### config.mk
export PLATFORM = sky130hd
export DESIGN_NAME = pswc_top
export DESIGN_NICKNAME = d
export VERILOG_FILES = /design/src/common/pswc_pkg.sv /design/src/verilog/pswc_top.sv
export VERILOG_INCLUDE_DIRS = /design/src /design/src/common
export SDC_FILE = /design/constraint.sdc
export NUM_CORES = 1
export LEC_CHECK = 0
export BUFFER_PORTS_ARGS = -buffer_cell sky130_fd_sc_hd__buf_2
export CELL_PAD_IN_SITES_DETAIL_PLACEMENT = 1
export CELL_PAD_IN_SITES_GLOBAL_PLACEMENT = 1
export CORE_ASPECT_RATIO = 0.7
export CORE_UTILIZATION = 42
export CTS_CLUSTER_SIZE = 24
export DETAILED_ROUTE_END_ITERATION = 8
export PLACE_DENSITY_LB_ADDON = 0.1
export SYNTH_ARGS = -nofsm -noshare
export SYNTH_HDL_FRONTEND = slang
export SYNTH_SLANG_ARGS = --single-unit
### constraint.sdc
create_clock -name clk -period 6 [get_ports clk]
set_input_delay 0.6 -clock clk [delete_from_list [all_inputs] [get_ports clk]]
set_output_delay 0.6 -clock clk [all_outputs]
set_load 0.01 [all_outputs]
### src/common/pswc_params.svh
// pswc_params.svh: offsets, command field values, reset values and timing counts
// assumes a 50 MHz system clock
`ifndef PSWC_PARAMS_SVH
`define PSWC_PARAMS_SVH
// ==========
// register byte offsets
`define PSWC_OFF_WAKE_LEVEL 8'h00
`define PSWC_OFF_WAKE_EN 8'h04
`define PSWC_OFF_XTAL_IND 8'h08
`define PSWC_OFF_LP_DIR 8'h0c
`define PSWC_OFF_LP_OUT 8'h10
`define PSWC_OFF_LP_DS 8'h14
`define PSWC_OFF_LP_PE 8'h18
`define PSWC_OFF_PWR_CMD 8'h1c
`define PSWC_OFF_PWR_STAT 8'h20
`define PSWC_BASE_ADDR 32'h40200000
// ==========
// reset values
`define PSWC_RST_WAKE_LEVEL 5'h00
`define PSWC_RST_WAKE_EN 5'h07
`define PSWC_RST_XTAL_IND 1'h0
`define PSWC_RST_LP_DIR 3'h7
`define PSWC_RST_LP_OUT 3'h0
`define PSWC_RST_LP_DS 3'h0
`define PSWC_RST_LP_PE 3'h7
// ==========
// command field values
`define PSWC_CMD_SLEEP 2'h1
`define PSWC_CMD_STANDBY 2'h2
// ==========
// timing
`define PSWC_CLK_MHZ 50
`define PSWC_WAKE_TIME_US 200
`define PSWC_WAKE_CYCLES (`PSWC_WAKE_TIME_US * `PSWC_CLK_MHZ)
`define PSWC_XTAL_CYCLES_DEF 1000
`endif

### src/common/pswc_pkg.sv
// pswc_pkg.sv: types of the power-state and wake-up controller
// assumes pswc_params.svh is on the include path
package pswc_pkg;
	// ==========
	// power states
	typedef enum logic [2:0] {
		PSWC_PREACTIVE,
		PSWC_ACTIVE,
		PSWC_SLEEP,
		PSWC_STANDBY,
		PSWC_WAKING
	} pswc_state_t;

	// ==========
	// analog control bundle
	typedef struct packed {
		logic fast_rc_oscillator_on;
		logic crystal_oscillator_on;
		logic slow_osc_on;
		logic main_supplies_on;
		logic retention_on;
		logic fast_clk_from_crystal;
	} pswc_pwr_t;

	// ==========
	// low-power pin bundle
	typedef struct packed {
		logic [2:0] out;
		logic [2:0] oe;
		logic [2:0] drive_high;
		logic [2:0] pull_en;
	} pswc_pins_t;

	// ==========
	// AHB address phase capture
	typedef struct packed {
		logic active;
		logic write;
		logic [7:0] addr;
	} pswc_ahb_t;

	// ==========
	// module state apart from the wake pin synchroniser
	typedef struct packed {
		pswc_ahb_t ahb;
		logic [31:0] hrdata;
		logic [4:0] wake_level_select;
		logic [4:0] wake_pin_enable;
		logic crystal_high_freq_flag;
		logic [2:0] lowpower_pin_direction;
		logic [2:0] lowpower_pin_output_value;
		logic [2:0] lowpower_pin_drive_strength;
		logic [2:0] lowpower_pin_pull_enable;
		pswc_state_t state;
		logic [1:0] req;
		logic [15:0] cnt;
		logic [4:0] wake_cause;
		pswc_pwr_t pwr;
		pswc_pins_t pins;
	} pswc_regs_t;
endpackage

### src/verilog/pswc_top.sv
// pswc_top.sv: power-state controller with its system-control registers on AHB-Lite
// assumes one 50 MHz clock, wake pins asynchronous, radio timer event on clk
//
// How it works
// power-on reset enters preactive state
// preactive uses fast RC and slow RC
// active uses crystal, fast RC off
// standby: retention only, slow off, pin wake
// sleep: retention, slow on, pin or timer
// wake level bit per pin, 1 high
// wake enable per pin, reset 0x7
// three pins may drive outputs when low-power
// pull setting applies regardless of direction
// drive strength register, resets zero
// output value register drives output pins
// wake-enabled pins ignore direction, keep pull
// first three pins pulled up by default
// far side drives pins three and four
// far side biases pins opposite wake level
// wake completes within 200 microseconds
// RAM retention never switched off
// registers at 0x00..0x18, 4-byte steps
// crystal flag bit 0, 1 = 32 MHz
// direction bit 0 output, 1 input
// drive bit 0 low, 1 high
// pull bit 1 enabled, 0 disabled
// wake passes preactive, then active on crystal
// software requests low-power entry, pins applied
//
// Chosen here: the AHB-Lite interface to the registers.
`include "pswc_params.svh"
`timescale 1ns/1ps
`default_nettype none

module pswc_top
	import pswc_pkg::*;
#(
	parameter int XTAL_CYCLES = `PSWC_XTAL_CYCLES_DEF,
	parameter int WAKE_CYCLES = `PSWC_WAKE_CYCLES
) (
	// clock and reset
	input wire logic clk,
	input wire logic resetn,
	// ahb-lite slave
	input wire logic hsel,
	input wire logic [31:0] haddr,
	input wire logic [1:0] htrans,
	input wire logic hwrite,
	input wire logic [2:0] hsize,
	input wire logic [31:0] hwdata,
	input wire logic hready,
	output logic [31:0] hrdata,
	output logic hreadyout,
	output logic hresp,
	// wake sources and crystal ready
	input wire logic [4:0] wake_pin_in,
	input wire logic radio_timer_event,
	input wire logic crystal_ready,
	// power and clock control
	output pswc_pwr_t pwr,
	output logic [2:0] state_code,
	// low-power pin pads
	output pswc_pins_t lp_pins
);
	// ==========
	// wake pin synchroniser
	logic [4:0] wk_meta_q;
	logic [4:0] wk_sync_q;
	always_ff @(posedge clk or negedge resetn) begin
		if (!resetn) begin
			wk_meta_q <= 5'h1f;
			wk_sync_q <= 5'h1f;
		end else begin
			wk_meta_q <= wake_pin_in;
			wk_sync_q <= wk_meta_q;
		end
	end

	// ==========
	// state
	pswc_regs_t r_q;
	pswc_regs_t r_d;
	logic [4:0] pin_hit;
	logic [2:0] dir_eff;
	logic [31:0] rd_word;

	// a pin fires when enabled and its level matches the selected one
	assign pin_hit = r_q.wake_pin_enable & ~(wk_sync_q ^ r_q.wake_level_select);
	// wake sources are inputs whatever the direction register says
	assign dir_eff = r_q.lowpower_pin_direction | r_q.wake_pin_enable[2:0];

	always_comb begin
		rd_word = 32'h00000000;
		if (r_q.ahb.addr == `PSWC_OFF_WAKE_LEVEL) begin
			rd_word[4:0] = r_q.wake_level_select;
		end else if (r_q.ahb.addr == `PSWC_OFF_WAKE_EN) begin
			rd_word[4:0] = r_q.wake_pin_enable;
		end else if (r_q.ahb.addr == `PSWC_OFF_XTAL_IND) begin
			rd_word[0] = r_q.crystal_high_freq_flag;
		end else if (r_q.ahb.addr == `PSWC_OFF_LP_DIR) begin
			rd_word[2:0] = r_q.lowpower_pin_direction;
		end else if (r_q.ahb.addr == `PSWC_OFF_LP_OUT) begin
			rd_word[2:0] = r_q.lowpower_pin_output_value;
		end else if (r_q.ahb.addr == `PSWC_OFF_LP_DS) begin
			rd_word[2:0] = r_q.lowpower_pin_drive_strength;
		end else if (r_q.ahb.addr == `PSWC_OFF_LP_PE) begin
			rd_word[2:0] = r_q.lowpower_pin_pull_enable;
		end else if (r_q.ahb.addr == `PSWC_OFF_PWR_CMD) begin
			rd_word[1:0] = r_q.req;
		end else if (r_q.ahb.addr == `PSWC_OFF_PWR_STAT) begin
			rd_word[2:0] = r_q.state;
			rd_word[12:8] = r_q.wake_cause;
		end
	end

	always_comb begin
		r_d = r_q;
		// ==========
		// ahb-lite: zero wait states, reads answered in the data phase
		if (r_q.ahb.active && r_q.ahb.write) begin
			if (r_q.ahb.addr == `PSWC_OFF_WAKE_LEVEL) begin
				r_d.wake_level_select = hwdata[4:0];
			end else if (r_q.ahb.addr == `PSWC_OFF_WAKE_EN) begin
				r_d.wake_pin_enable = hwdata[4:0];
			end else if (r_q.ahb.addr == `PSWC_OFF_XTAL_IND) begin
				r_d.crystal_high_freq_flag = hwdata[0];
			end else if (r_q.ahb.addr == `PSWC_OFF_LP_DIR) begin
				r_d.lowpower_pin_direction = hwdata[2:0];
			end else if (r_q.ahb.addr == `PSWC_OFF_LP_OUT) begin
				r_d.lowpower_pin_output_value = hwdata[2:0];
			end else if (r_q.ahb.addr == `PSWC_OFF_LP_DS) begin
				r_d.lowpower_pin_drive_strength = hwdata[2:0];
			end else if (r_q.ahb.addr == `PSWC_OFF_LP_PE) begin
				r_d.lowpower_pin_pull_enable = hwdata[2:0];
			end else if (r_q.ahb.addr == `PSWC_OFF_PWR_CMD) begin
				r_d.req = hwdata[1:0];
			end
		end
		r_d.ahb.active = hsel && hready && htrans[1];
		r_d.ahb.write = hwrite;
		r_d.ahb.addr = haddr[7:0];
		r_d.hrdata = 32'h00000000;
		if (hsel && hready && htrans[1] && !hwrite) begin
			r_d.ahb.addr = haddr[7:0];
		end
		// ==========
		// power state machine
		case (r_q.state)
			PSWC_PREACTIVE: begin
				if (crystal_ready) begin
					r_d.state = PSWC_ACTIVE;
				end
			end
			PSWC_ACTIVE: begin
				if (r_q.req == `PSWC_CMD_SLEEP) begin
					r_d.state = PSWC_SLEEP;
					r_d.req = 2'h0;
				end else if (r_q.req == `PSWC_CMD_STANDBY) begin
					r_d.state = PSWC_STANDBY;
					r_d.req = 2'h0;
				end
			end
			PSWC_SLEEP: begin
				if ((|pin_hit) || radio_timer_event) begin
					r_d.state = PSWC_WAKING;
					r_d.wake_cause = pin_hit;
					r_d.cnt = 16'h0000;
				end
			end
			PSWC_STANDBY: begin
				if (|pin_hit) begin
					r_d.state = PSWC_WAKING;
					r_d.wake_cause = pin_hit;
					r_d.cnt = 16'h0000;
				end
			end
			PSWC_WAKING: begin
				// supplies restored, counted out before preactive
				r_d.cnt = r_q.cnt + 16'h0001;
				if (r_q.cnt >= 16'(XTAL_CYCLES - 1) || r_q.cnt >= 16'(WAKE_CYCLES - 1)) begin
					r_d.state = PSWC_PREACTIVE;
				end
			end
			default: begin
				r_d.state = PSWC_PREACTIVE;
			end
		endcase
		// ==========
		// clock and supply outputs
		r_d.pwr.retention_on = 1'b1;
		r_d.pwr.fast_rc_oscillator_on = (r_d.state == PSWC_PREACTIVE) ||
			(r_d.state == PSWC_WAKING);
		r_d.pwr.crystal_oscillator_on = (r_d.state == PSWC_ACTIVE);
		r_d.pwr.fast_clk_from_crystal = (r_d.state == PSWC_ACTIVE);
		r_d.pwr.slow_osc_on = (r_d.state != PSWC_STANDBY);
		r_d.pwr.main_supplies_on = (r_d.state != PSWC_SLEEP) &&
			(r_d.state != PSWC_STANDBY);
		// ==========
		// low-power pad drive, only in sleep and standby, aligned with the state; pulls apply in every state
		if ((r_d.state == PSWC_SLEEP) || (r_d.state == PSWC_STANDBY)) begin
			r_d.pins.oe = ~dir_eff;
			r_d.pins.out = r_q.lowpower_pin_output_value & ~dir_eff;
			r_d.pins.drive_high = r_q.lowpower_pin_drive_strength;
		end else begin
			r_d.pins.oe = 3'h0;
			r_d.pins.out = 3'h0;
			r_d.pins.drive_high = 3'h0;
		end
		r_d.pins.pull_en = r_q.lowpower_pin_pull_enable;
		// ==========
		// read data lands in the data phase
		if (hsel && hready && htrans[1] && !hwrite) begin
			r_d.hrdata = 32'h00000000;
		end
	end

	always_ff @(posedge clk or negedge resetn) begin
		if (!resetn) begin
			r_q <= '0;
			r_q.wake_level_select <= `PSWC_RST_WAKE_LEVEL;
			r_q.wake_pin_enable <= `PSWC_RST_WAKE_EN;
			r_q.crystal_high_freq_flag <= `PSWC_RST_XTAL_IND;
			r_q.lowpower_pin_direction <= `PSWC_RST_LP_DIR;
			r_q.lowpower_pin_output_value <= `PSWC_RST_LP_OUT;
			r_q.lowpower_pin_drive_strength <= `PSWC_RST_LP_DS;
			r_q.lowpower_pin_pull_enable <= `PSWC_RST_LP_PE;
			r_q.state <= PSWC_PREACTIVE;
			r_q.pwr <= 6'b101110;
			r_q.pins.pull_en <= `PSWC_RST_LP_PE;
		end else begin
			r_q <= r_d;
		end
	end

	// ==========
	// outputs
	always_comb begin
		hrdata = rd_word;
	end
	assign hreadyout = 1'b1;
	assign hresp = 1'b0;
	assign pwr = r_q.pwr;
	assign state_code = r_q.state;
	assign lp_pins = r_q.pins;

	// ==========
	// assertions
	AST_RESET_PREACTIVE: assert property (@(posedge clk) $rose(resetn) |-> r_q.state == PSWC_PREACTIVE)
		else $error("not preactive after reset");
	AST_RETENTION: assert property (@(posedge clk) disable iff (!resetn) pwr.retention_on)
		else $error("retention dropped");
	AST_ACTIVE_CLK: assert property (@(posedge clk) disable iff (!resetn)
		r_q.state == PSWC_ACTIVE |=> pwr.fast_clk_from_crystal || r_q.state != PSWC_ACTIVE)
		else $error("active not on crystal");
	AST_STANDBY_SLOW: assert property (@(posedge clk) disable iff (!resetn)
		$rose(r_q.state == PSWC_STANDBY) |=> !pwr.slow_osc_on || r_q.state != PSWC_STANDBY)
		else $error("slow oscillator on in standby");
	AST_SLEEP_TIMER: assert property (@(posedge clk) disable iff (!resetn)
		r_q.state == PSWC_SLEEP && radio_timer_event |=> r_q.state == PSWC_WAKING)
		else $error("timer did not wake sleep");
	AST_STANDBY_PIN: assert property (@(posedge clk) disable iff (!resetn)
		r_q.state == PSWC_STANDBY && |pin_hit |=> r_q.state == PSWC_WAKING)
		else $error("pin did not wake standby");
	AST_WAKE_TIME: assert property (@(posedge clk) disable iff (!resetn)
		$rose(r_q.state == PSWC_WAKING) |-> ##[1:1000] r_q.state == PSWC_PREACTIVE)
		else $error("wake too slow");
	AST_PULL_KEPT: assert property (@(posedge clk) disable iff (!resetn)
		##1 lp_pins.pull_en == $past(r_q.lowpower_pin_pull_enable))
		else $error("pull setting lost");
	AST_WAKE_DIR: assert property (@(posedge clk) disable iff (!resetn)
		(lp_pins.oe & $past(r_q.wake_pin_enable[2:0])) == 3'h0)
		else $error("wake pin driven");
	COV_SLEEP: cover property (@(posedge clk) r_q.state == PSWC_SLEEP);
	COV_STANDBY_WAKE: cover property (@(posedge clk) r_q.state == PSWC_STANDBY ##1 r_q.state == PSWC_WAKING);
	COV_BACK_ACTIVE: cover property (@(posedge clk) r_q.state == PSWC_PREACTIVE ##1 r_q.state == PSWC_ACTIVE);
endmodule // pswc_top
`default_nettype wire

; ---- Word level (Yosys, flattened, before mapping)
; Index checks and enable logic that the tools add are counted.
[op_classes]
n_eq_ne = 22
shift = 0
multipliers = 0
n_div = 0
n_addsub = 1
muxes = 43
n_bitwise = 12
reduce_logical = 23
n_lt_le_gt_ge = 2
[ops]
columns = op, count
row1 = $mux W5, 12
row2 = $pmux W16 S3, 1
row3 = $mux W21, 2
row4 = $eq A8 B5 Y1 const B, 4
row5 = $mux W3, 10
row6 = $mux W2, 13
row7 = $add A16 B1 Y16 const B, 1
row8 = $eq A8 B4 Y1 const B, 2
row9 = $ge A16 B10 Y1 const B, 1
row10 = $ge A16 B14 Y1 const B, 1
row11 = $pmux W3 S5, 1
row12 = $eq A3 B2 Y1 const B, 4
row13 = $pmux W5 S2, 1
row14 = $mux W9, 1
row15 = $reduce_and A3 Y1, 3
row16 = $eq A8 B3 Y1 const B, 1
row17 = $eq A8 B6 Y1 const B, 1
row18 = $logic_not A8 Y1, 1
row19 = $reduce_and A8 Y1, 1
row20 = $reduce_and A7 Y1, 1
row21 = $eq A3 B1 Y1 const B, 2
row22 = $eq A3 B3 Y1 const B, 2
row23 = $logic_not A3 Y1, 2
row24 = $ne A3 B2 Y1 const B, 2
row25 = other kinds (20), 33
[totals]
memories = 0
regBits = 85
mem_bits_rw = 0
mem_bits_ro = 0
word_cells = 127
latchBits = 0
inputBits = 81

; ---- Longest topological paths before layout
; Gate-level depths: netlist of the first run.
[logic_depth]
ltp_word = 16
mapped_depth = 6
depth_no_buf = 5

; ---- Worst setup path before layout of the first run
; Ideal clock, no wire load.
[synth_path]
path_type = reg2out
from = reg r_q[100] (netlist bit)
to = out hrdata[2]
path_slack_ns = 3.657
path_stages_with_launch = 6
arrival_ns = 1.743
required_ns = 5.400
path_cell_list = dfrtp_1 or4_4 or3_1 buf_6 a211oi_1 o32a_1
[synth_via]
elab_chain_cells = 10
elab_cells_between_ends = 18
classes_between = eq/ne: 8 / mux: 9 / reduce/logical: 1
[synth_lines]
columns = element, line_no
row1 = start: declaration, pswc_top.sv:81  ; pswc_regs_t r_q;
row2 = start signal: assignment, pswc_top.sv:231  ; r_q <= r_d;
row3 = $eq A8 B6 Y1 (no line), n/a
row4 = $mux W3, pswc_top.sv:110  ; end else if (r_q.ahb.addr == `PSWC_OFF_PWR_STAT) begin
row5 = $mux W1, pswc_top.sv:108  ; end else if (r_q.ahb.addr == `PSWC_OFF_PWR_CMD) begin
row6 = $mux W3, pswc_top.sv:106  ; end else if (r_q.ahb.addr == `PSWC_OFF_LP_PE) begin
row7 = $mux W3, pswc_top.sv:104  ; end else if (r_q.ahb.addr == `PSWC_OFF_LP_DS) begin
row8 = $mux W3, pswc_top.sv:102  ; end else if (r_q.ahb.addr == `PSWC_OFF_LP_OUT) begin
row9 = $mux W3, pswc_top.sv:100  ; end else if (r_q.ahb.addr == `PSWC_OFF_LP_DIR) begin
row10 = $mux W2, pswc_top.sv:98  ; end else if (r_q.ahb.addr == `PSWC_OFF_XTAL_IND) begin
row11 = $mux W3, pswc_top.sv:96  ; end else if (r_q.ahb.addr == `PSWC_OFF_WAKE_EN) begin
row12 = $mux W5 *, pswc_top.sv:94  ; if (r_q.ahb.addr == `PSWC_OFF_WAKE_LEVEL) begin
row13 = end: declaration, pswc_top.sv:52  ; output logic [31:0] hrdata,
; Mark *: on every way between the ends. The rest lies on a longest branch, timed or not.

; ---- Worst setup path in the final report of the first run
; Same ends and word-level chain as after synthesis.

==> metrics, run 1 <==
CTS resizes=0; clock skew=0.00696 ns; total CTS buffers=9; Fin. Hold Viols=0; # diodes=0; CORE AREA=9220 um^2; die area=10,100 um^2; Synth Warn #=0; initial antenna violation count=0; Worst-Margin Slew=1.04 ns; setup repair bufs after CTS=0; Rows=29; RePlAce Congestion=0.795; max_cap viols=0; I/O pins=136; clock slew at reported path FFs=0.06 ns; Period Utilization, post-route=a little under 50%; Slew Limit Fails=0; worst-skew pair later-pin latency=approximately 0.34 ns; die height=84.4 um; slew margin rel.=30.7%; Port Buf Inserts=55; setup violators final=0; #FFs+latches synth=85; Worst Setup Start Kind=flip-flop; Hold Buf Count CTS=0; post-layout min period=2.96 ns; RSZ-0062 raised after global routing=false; Post-synth EDFFs=0; synthesized instance count=353; Final #Nets=471; launching point of the worst reg2reg path=r_q[100]$_DFF_PN0_; r2r setup slk=3.45 ns; CP endpoint=hrdata[2]; area of the mapped netlist=4070 um^2; antenna-violating nets left=0; CP Cell Sequence=or4_4 > or3_1 > a211oi_1 > o32a_1 > buf_2; synth unique cells=57; vias in the first global route=2,664; htree depth=3; area delta synth->final=11.1%; Peak Freq=338 MHz; WL/cell=around 17 um; layout cells sized above 1=32.1%; Worst Setup End Kind=output port; fillcell total=1,033; Longest Clk Path Bufs=2; reg2reg path depth=4; Avg Cell Area, Syn=11.5 um^2; clock root buffer=clkbuf_16; run status=completed; WHS=approximately 0.36 ns; CP max FO=6; aggregate global-route resource usage=19.4%; DR pass1 iterations=4; dpl ws=around 3.4 ns; Via Count=2,726; Top FF cell, synth=dfrtp_1; Peak VDD IR=0.170 mV; Post-synth ARST share=100%; commonest non-fill, non-tap cell in the layout=dfrtp_1; flip-flop and latch area=~2200 um^2; Worst Setup SP=r_q[100]$_DFF_PN0_; Final HPWL DP=6380 um; Hold WC Path Type=flip-flop to flip-flop; Worst Path Arrival=around 2.4 ns; first-pass GRT wire length=14,600 um; Initial DRC Count=roughly 170; global route overflow=0; Die W=~120 um; DP Area=4210 um^2; sum of negative setup slack=0 ns; Crit Path Class=flip-flop to output port; CTS tree=yes; detailed-route DRC error count=0; Total Wirelength=8840 um; crit-path max cell delay=0.58 ns; Clock Sinks=85; largest net degree at the start of global routing=86; Worst EP required=5.40 ns; CP max-delay cell=or4_4; P_leak=between 2 and 2.5 nW; fin worst setup slack=3.04 ns; Seq/Total Area, Yosys=between 50% and 60%; via density per instance=~5.3; Starting Density=44.1%; multi-input logic area=1600 um^2; power per cell area=309 nW/um^2; Finished Cell Area=4520 um^2; commonest cells after routing, fill and taps aside=60 x dfrtp_1, 54 x buf_2, 25 x nor2_1, 25 x conb_1, 25 x dfstp_2; RR Endpoint=r_q[65]$_DFFE_PN0P_
[metal layers]
layer	track usage, %	vias to the layer above	share of wire [%]
li1	-	1267	-
met1	28.9	1360	51
met2	27.3	86	41
met3	4.89	13	6.1
met4	6.25	0	1.3
met5	0	-	0
[power breakdown]
group          leakage [nW]  switching (mW)  internal (mW)
logic                 0.834          0.0936         0.0582
registers              1.06          0.0461          0.621
clock network         0.153           0.215          0.362
total                  2.04           0.355           1.04
[logic make-up after synthesis]
kind of cell	after synthesis	share of synthesized area (%)
and+or+nand+nor	119	17.1
DFF	85	53.0
buffers and inverters	60	9.87
AOI/OAI and AO/OA	38	6.77
muxes	31	8.95
xor gates and xnor gates	16	3.44
adders and majority gates	2	0.615
other	2	0.185
[layout make-up]
| class | count | area share [%] |
|---|---|---|
| Timing Repair Buffer | 56 | 6.31 |
| Tap cell | 124 | 3.43 |
| Inverter | 5 | 0.415 |
| Sequential cell | 85 | 47.7 |
| Multi-Input combinational cell | 231 | 35.3 |
| Clock inverter | 5 | 1.66 |
| Clock buffer | 11 | 5.15 |
[worst min-delay path by stage]
stage	from	to	slack [ns]	depth (start not counted)
6_report	wk_meta_q[0]$_DFF_PN1_	wk_sync_q[0]$_DFF_PN1_	0.36	0
5_1_grt	wake_pin_in[4]	wk_meta_q[4]$_DFF_PN1_	0.34	1
4_1_cts	wake_pin_in[4]	wk_meta_q[4]$_DFF_PN1_	0.34	1
3_3_place_gp	wk_meta_q[3]$_DFF_PN1_	wk_sync_q[3]$_DFF_PN1_	0.35	0
2_1_floorplan	resetn	lp_pins[10]$_DFF_PN0_	0.30	0
3_5_place_dp	wk_meta_q[0]$_DFF_PN1_	wk_sync_q[0]$_DFF_PN1_	0.35	0
[Yosys cell counts (all sizes together) (2+ instances only)]
| master | number | area [um^2] |
|---|---|---|
| mux2 | 24 | 282 |
| nor2 | 25 | 93.8 |
| nand4b | 2 | 17.5 |
| xor2 | 3 | 26.3 |
| nor3b | 3 | 22.5 |
| buf | 48 | 357 |
| nand4bb | 2 | 22.5 |
| a32o | 5 | 50.1 |
| or4 | 2 | 18.8 |
| and2 | 9 | 56.3 |
| ha | 2 | 25.0 |
| xnor2 | 13 | 114 |
| a22oi | 2 | 15.0 |
| nor4 | 11 | 75.1 |
| conb | 2 | 7.51 |
| nand3 | 7 | 35.0 |
| a211oi | 2 | 15.0 |
| nor4b | 3 | 26.3 |
| dfstp | 25 | 657 |
| or3 | 6 | 42.5 |
| nand2 | 13 | 48.8 |
| clkbuf | 7 | 26.3 |
| and3b | 2 | 17.5 |
| dfrtp | 60 | 1500 |
| and3 | 4 | 25.0 |
| nand4 | 8 | 50.1 |
| nor2b | 2 | 12.5 |
| nor3 | 10 | 61.3 |
| inv | 5 | 18.8 |
| and4 | 2 | 17.5 |
| a222oi | 2 | 20.0 |
| mux2i | 6 | 60.1 |
| o21ai | 6 | 30.0 |
| nand2b | 6 | 37.5 |
| a21oi | 9 | 45.0 |
[per-stage QoR]
step           utilization (%)  instances  power (mW)
2_1_floorplan                -        376       0.794
3_3_place_gp              45.7        501       0.823
3_5_place_dp              45.7        501       0.829
4_1_cts                   49.0        517        1.42
5_1_grt                   49.0        517        1.47
6_report                  49.0        517        1.40
[worst max-delay path, delay by kind of cell (launching register included)]
| family | cells | cell delay, ns |
|---|---|---|
| buf+inv | 1 | 0.14 |
| flops | 1 | 0.39 |
| compound gates | 2 | 0.44 |
| simple gates | 2 | 1.05 |
[state kept, by name (all words and copies together), names as in the netlist]
| signal | count |
|---|---|
| pwr | 4 |
| lp_pins | 12 |
| r_q | 53 |
| wk_sync_q | 5 |
| wk_meta_q | 5 |
| state_code | 3 |
| r_d | 3 |
No activity file was read; power rests on OpenSTA's default activity.
==> run 2, diff against run 1 <==
--- a/config.mk
+++ b/config.mk
@@ -6,11 +6,12 @@
 export SDC_FILE = /design/constraint.sdc
 export NUM_CORES = 1
 export LEC_CHECK = 0
+export ABC_AREA = 1
 export BUFFER_PORTS_ARGS = -buffer_cell sky130_fd_sc_hd__buf_2
 export CELL_PAD_IN_SITES_DETAIL_PLACEMENT = 1
 export CELL_PAD_IN_SITES_GLOBAL_PLACEMENT = 1
 export CORE_ASPECT_RATIO = 0.7
-export CORE_UTILIZATION = 42
+export CORE_UTILIZATION = 37
 export CTS_CLUSTER_SIZE = 24
 export DETAILED_ROUTE_END_ITERATION = 8
 export PLACE_DENSITY_LB_ADDON = 0.1
==> constraint.sdc (replaced) <==
create_clock -name clk -period 3.1 [get_ports clk]
set_input_delay 0.31 -clock clk [delete_from_list [all_inputs] [get_ports clk]]
set_output_delay 0.31 -clock clk [all_outputs]
set_load 0.01 [all_outputs]
==> metrics, run 2 <==
Die W=130 um (+9.0%); fillcell total=1,379 (+33%); RePlAce Congestion=0.888 (+12%); WHS Endpoint=wk_meta_q[1]$_DFF_PN1_; Final #Nets=609 (+29%); Power Total=3.24 mW (+130%); Longest Clk Path Bufs=2 (unchanged); share of Yosys cell area claimed by the top area cell type=35.2% (-1.7 points); Via Count=3,123 (+15%); #FFs+latches synth=85 (unchanged); fin worst setup slack=0.809 ns (-2.23 ns); cell internal pwr=2.25 mW (+120%); most used cell, CP=nand2_1; aggregate global-route resource usage=18.0% (-1.3 points); slew margin rel.=30.1% (-0.60 points); Hold WC Path Type=primary input to flip-flop; CTS tree=yes; area delta synth->final=11.6%; initial antenna violation count=0 (unchanged); synthesized instance count=487 (+38%); Fin. Hold Viols=0 (unchanged); Worst EP required=2.79 ns (-2.61 ns); synth unique cells=42 (-26%); main area contributors after synthesis=dfrtp_1 35%, dfstp_2 15%, nand2_1 10%, buf_4 7.9%, inv_1 4.4%; CORE AREA=11,100 um^2 (+21%); Initial DRC Count=142 (-16%); RR Endpoint=r_q[25]$_DFFE_PN0P_; first-pass GRT wire length=16,200 um (+11%); clock skew=0.00751 ns (+0.000545 ns); setup repair bufs after CTS=0 (unchanged); hold_sp=wake_pin_in[1]; DR pass1 iterations=4 (unchanged); worst hold path cell count=1 (+1); power per cell area=681 nW/um^2 (+120%); Top FF cell, synth=dfrtp_1; launching point of the worst reg2reg path=state_code[0]$_DFF_PN0_; RSZ-0062 raised after global routing=false; layout cells sized above 1=25.6% (-6.4 points); CP max-delay cell=dfrtp_1; Seq/Total Area, Yosys=50.6% (-2.5 points); crit-path max cell delay=0.42 ns (-0.16 ns); htree depth=3 (unchanged); Final HPWL DP=7240 um (+14%); Slew Limit Fails=0 (unchanged); setup violators final=0 (unchanged); Port Buf Inserts=55 (unchanged); commonest cells after routing, fill and taps aside=118 x nand2_1, 60 x dfrtp_1, 54 x buf_2; Period Utilization, post-route=73.9%; P_leak=2.48 nW (+21%); area of the mapped netlist=4270 um^2 (+4.9%); CP max FO=6 (unchanged); sum of negative setup slack=0 ns (unchanged); # diodes=0 (unchanged); Total Wirelength=9640 um (+9.0%); Worst Setup End Kind=output port; dpl ws=1.15 ns (-2.25 ns); clock slew at reported path FFs=0.06 ns (about the same); run status=completed; total CTS buffers=9 (unchanged); max_cap viols=0 (unchanged); count leader, synth=nand2_1; r2r setup slk=1.27 ns (-2.18 ns); Post-synth ARST share=100% (unchanged); flip-flop and latch area=2160 um^2 (unchanged); Reg power frac=45.8% (-2.0 points); global route overflow=0 (unchanged); antenna-violating nets left=0 (unchanged); CP bufs+invs=2 (+1); detailed-route DRC error count=0 (unchanged); die area=12,000 um^2 (+19%); CP delay by family, top=simple AND/OR/NAND/NOR gates; I/O pins=136 (unchanged); Clock Sinks=85 (unchanged); worst-skew pair later-pin latency=0.33 ns (about the same); Post-synth EDFFs=0 (unchanged); Synth top cells by count=118 x nand2_1, 60 x dfrtp_1, 50 x inv_1, 45 x buf_4; vias in the first global route=3,137 (+18%); CP Cell Sequence=inv_1 > nand2_1 > nor2_2 > nand2_1 > o211ai_1 > nand3_1 > nand4_1 > buf_2; most flop-heavy register=r_q; Starting Density=38.3% (-5.8 points); Yosys top cell by area=dfrtp_1; reg2reg path depth=6 (+2); Peak VDD IR=0.344 mV (+100%); combinational power share=19.2% (+8.3 points); commonest non-fill, non-tap cell in the layout=nand2_1; post-layout min period=~2.3 ns; Peak Freq=about 440 MHz; die height=91.8 um (+8.9%); Synth Warn #=0 (unchanged); Largest register FFs=53 (unchanged); Avg Cell Area, Syn=8.76 um^2 (-24%); Hold Buf Count CTS=0 (unchanged); switching share of power=30.8% (+5.4 points); Crit Path Class=flip-flop to output port; Rows=32 (+10%); largest net degree at the start of global routing=86 (unchanged); clock root buffer=clkbuf_16; CTS resizes=0 (unchanged); Worst-Margin Slew=1.05 ns (+0.00904 ns); WHS=0.0744 ns (-0.282 ns); clock network power share=35.0% (-6.4 points); Final Core Density=42.8% (-6.3 points); via density per instance=4.57 (-13%); NetSw=998 uW (+180%); WL/cell=14.1 um (-18%); Worst Path Arrival=1.98 ns (-0.38 ns); multi-input logic area=1600 um^2 (about the same); Worst Setup Start Kind=flip-flop
[run 2: cell type report]
cell class	instances	share of cell area, %
multi-input cells	317	33.5
inverters	58	4.63
clock inverters	5	1.55
flip-flops and latches	85	45.3
clock buffers	11	5.10
well taps	153	4.02
repair buffers	55	5.83
[run 2: power groups by stage]
stage               combinational [mW]  sequential [mW]  clock [mW]
floorplan                        0.547             1.43           0
global placement                 0.596             1.50           0
detailed placement               0.627             1.50           0
CTS                              0.630             1.49        1.18
global route                     0.724             1.52        1.23
finish                           0.623             1.48        1.14
[run 2: cell families after synthesis]
family,synth area share (%)
AO/OA/AOI/OAI,7.27
XOR/XNOR,2.05
adder cells (fa/ha/maj),0.586
buffers and inverters,14.0
flip-flops,50.6
other,0.176
AND/OR/NAND/NOR,25.3
[run 2: per-stage QoR]
stage | cells | instance area, um^2
after floorplan | 510 | 4350
after global placement | 668 | 4440
after detailed placement | 668 | 4440
after CTS | 684 | 4760
after global routing | 684 | 4760
final | 684 | 4760
[run 2: routing by layer]
metal	GRT usage [%]	vias to the layer above	share of wire (%)
met5	0	-	0
met4	4.31	0	0.91
met3	4.38	8	4.8
li1	-	1546	-
met1	27.0	1496	52
met2	25.8	73	42
[run 2: worst max-delay path by stage]
stage | from | to | slack (ns) | cells past startpoint
final | r_q[101]$_DFF_PN0_ | hrdata[2] | 0.81 | 8
after floorplan | r_q[99]$_DFF_PN0_ | hrdata[3] | 1.57 | 7
after global placement | r_q[99]$_DFF_PN0_ | hrdata[2] | 1.13 | 8
after global routing | r_q[101]$_DFF_PN0_ | hrdata[2] | 0.62 | 8
after CTS | r_q[99]$_DFF_PN0_ | hrdata[2] | 0.77 | 8
after detailed placement | r_q[99]$_DFF_PN0_ | hrdata[2] | 1.15 | 8
==> run 3, diff against run 2 <==
--- a/config.mk
+++ b/config.mk
@@ -11,7 +11,7 @@
 export CELL_PAD_IN_SITES_DETAIL_PLACEMENT = 1
 export CELL_PAD_IN_SITES_GLOBAL_PLACEMENT = 1
 export CORE_ASPECT_RATIO = 0.7
-export CORE_UTILIZATION = 37
+export CORE_UTILIZATION = 34
 export CTS_CLUSTER_SIZE = 24
 export DETAILED_ROUTE_END_ITERATION = 8
 export PLACE_DENSITY_LB_ADDON = 0.1
==> constraint.sdc (replaced) <==
create_clock -name clk -period 2.1 [get_ports clk]
set_input_delay 0.21 -clock clk [delete_from_list [all_inputs] [get_ports clk]]
set_output_delay 0.21 -clock clk [all_outputs]
set_load 0.01 [all_outputs]
==> metrics, run 3 (synthesis gave the netlist of run 2 again) <==
Worst Setup Start Kind=flip-flop; Starting Density=35.6% (-2.7 points); Period Utilization, post-route=between 90% and 100%; Largest register FFs=53 (unchanged); CTS tree=yes; CP max FO=5 (-1); Finished Cell Area=5060 um^2 (+6.4%); Die W=136 um (+4.3%); Final #Nets=634 (+4.1%); fin worst setup slack=0.0900 ns (-0.719 ns); hold_sp=hwdata[4]; most flop-heavy register=r_q; clock skew=0.00723 ns (-0.000275 ns); area delta synth->final=18.7%; Worst EP required=1.89 ns (-0.90 ns); # diodes=0 (unchanged); antenna-violating nets left=0 (unchanged); commonest cells after routing, fill and taps aside=118 x nand2_1, 59 x dfrtp_1, 54 x buf_2; Peak VDD IR=0.379 mV (+10%); die height=95.7 um (+4.2%); I/O pins=136 (unchanged); htree depth=3 (unchanged); DR pass1 iterations=4 (unchanged); Worst Setup SP=r_q[105]$_DFF_PN0_; Worst Setup End Kind=output port; worst-skew pair later-pin latency=0.33 ns (about the same); Reg power frac=45.6% (-0.2 points); via density per instance=4.55 (-0.29%); WHS=0.126 ns (+0.0520 ns); RePlAce Congestion=0.837 (-5.8%); aggregate global-route resource usage=17.4% (-0.57 points); dpl cells=676 (+1.2%); DP Area=4490 um^2 (+1.1%); run status=completed; global route overflow=0 (unchanged); Port Buf Inserts=55 (unchanged); cell internal pwr=3.32 mW (+48%); Rows=33 (+3.1%); total CTS buffers=9 (unchanged); NetSw=1.55 mW (+55%); layout cells sized above 1=27.9% (+2.3 points); P_leak=2.59 nW (+4.5%); clock slew at reported path FFs=0.06 ns (about the same); dpl ws=0.326 ns (-0.824 ns); Final HPWL DP=7630 um (+5.3%); clock network power share=34.7% (-0.3 points); sum of negative setup slack=0 ns (unchanged); power per cell area=961 nW/um^2 (+41%); switching share of power=31.8% (+1.0 points); Longest Clk Path Bufs=2 (unchanged); Clock Sinks=85 (unchanged); Peak Freq=498 MHz; launching point of the worst reg2reg path=r_q[105]$_DFF_PN0_; die area=13,000 um^2 (+8.7%); Hold WC Path Type=primary input to flip-flop; vias in the first global route=3,194 (+1.8%); WL/cell=14.4 um (+1.9%); commonest non-fill, non-tap cell in the layout=nand2_1; first-pass GRT wire length=16,800 um (+4.0%); largest net degree at the start of global routing=34 (-60%); Via Count=3,246 (+3.9%); Crit Path Class=flip-flop to output port; detailed-route DRC error count=0 (unchanged); fin cells=713 (+4.2%); post-layout min period=around 2.0 ns; Initial DRC Count=116 (-18%); Total Wirelength=10,200 um (+6.2%); max_cap viols=0 (unchanged); Final Core Density=42.3% (-0.47 points); Slew Limit Fails=0 (unchanged); clock root buffer=clkbuf_16; setup violators final=0 (unchanged); combinational power share=19.7% (+0.5 points); CORE AREA=12,000 um^2 (+7.6%); Fin. Hold Viols=0 (unchanged); Power Total=4.87 mW (+50%); RSZ-0062 raised after global routing=true; initial antenna violation count=0 (unchanged); Worst Path Arrival=1.80 ns (-0.18 ns)
[run 3: critical path, cell delays in order (launching register included)]
cell,delay [ns]
dfrtp_1,0.39
inv_1,0.06
nand2_1,0.11
nor2_4,0.19
nand3_2,0.12
or2_0,0.22
nand3_1,0.13
nand4_1,0.11
buf_2,0.16
[run 3: power groups by stage]
stage | logic (mW) | registers (mW) | clock network (mW)
2_1_floorplan | 0.808 | 2.11 | 0
3_3_place_gp | 0.894 | 2.22 | 0
3_5_place_dp | 0.928 | 2.24 | 0
4_1_cts | 0.955 | 2.22 | 1.74
5_1_grt | 1.09 | 2.26 | 1.81
6_report | 0.959 | 2.22 | 1.69
[run 3: path summary, 6_finish.rpt]
kind                                          end  cells after the start  slack (ns)
setup / recovery                        hrdata[2]                      8        0.09
max in group asynchronous  wk_sync_q[2]$_DFF_PN1_                      3        0.99
setup reg to reg              r_q[61]$_DFFE_PN0P_                      8        0.47
hold / removal                r_q[61]$_DFFE_PN0P_                      3        0.13
hold reg to reg            wk_sync_q[4]$_DFF_PN1_                      0        0.36
min in group asynchronous      r_q[104]$_DFF_PN0_                      2        0.40
[run 3: routing by layer]
metal / share of wire [%] / routed length [um] / GRT usage (%) / up-vias
li1: - / - / - / 1600
met1: 53 / 5440 / 25.8 / 1559
met2: 42 / 4260 / 25.1 / 80
met3: 4.3 / 445 / 3.95 / 7
met4: 0.91 / 93 / 5.37 / 0
met5: 0 / 0 / 0 / -
[run 3: final cells by class]
cell class              instances  area [um^2]
clock buffers                  12          236
clock inverters                 4         72.6
well taps                     157          196
fillers                      1445         6910
repair buffers                 80          528
inverters                      58          220
multi-input cells             317         1650
flip-flops and latches         85         2160
[run 3: repair_timing]
action | 4_1_cts | 5_1_grt
setup endpoints to repair | 2 | 5
pin swaps | 1 | 9
resized for setup | 1 | 17
hold buffers | 15 | 0
endpoints found under the hold margin | 40 | 0
setup buffers | 1 | 5
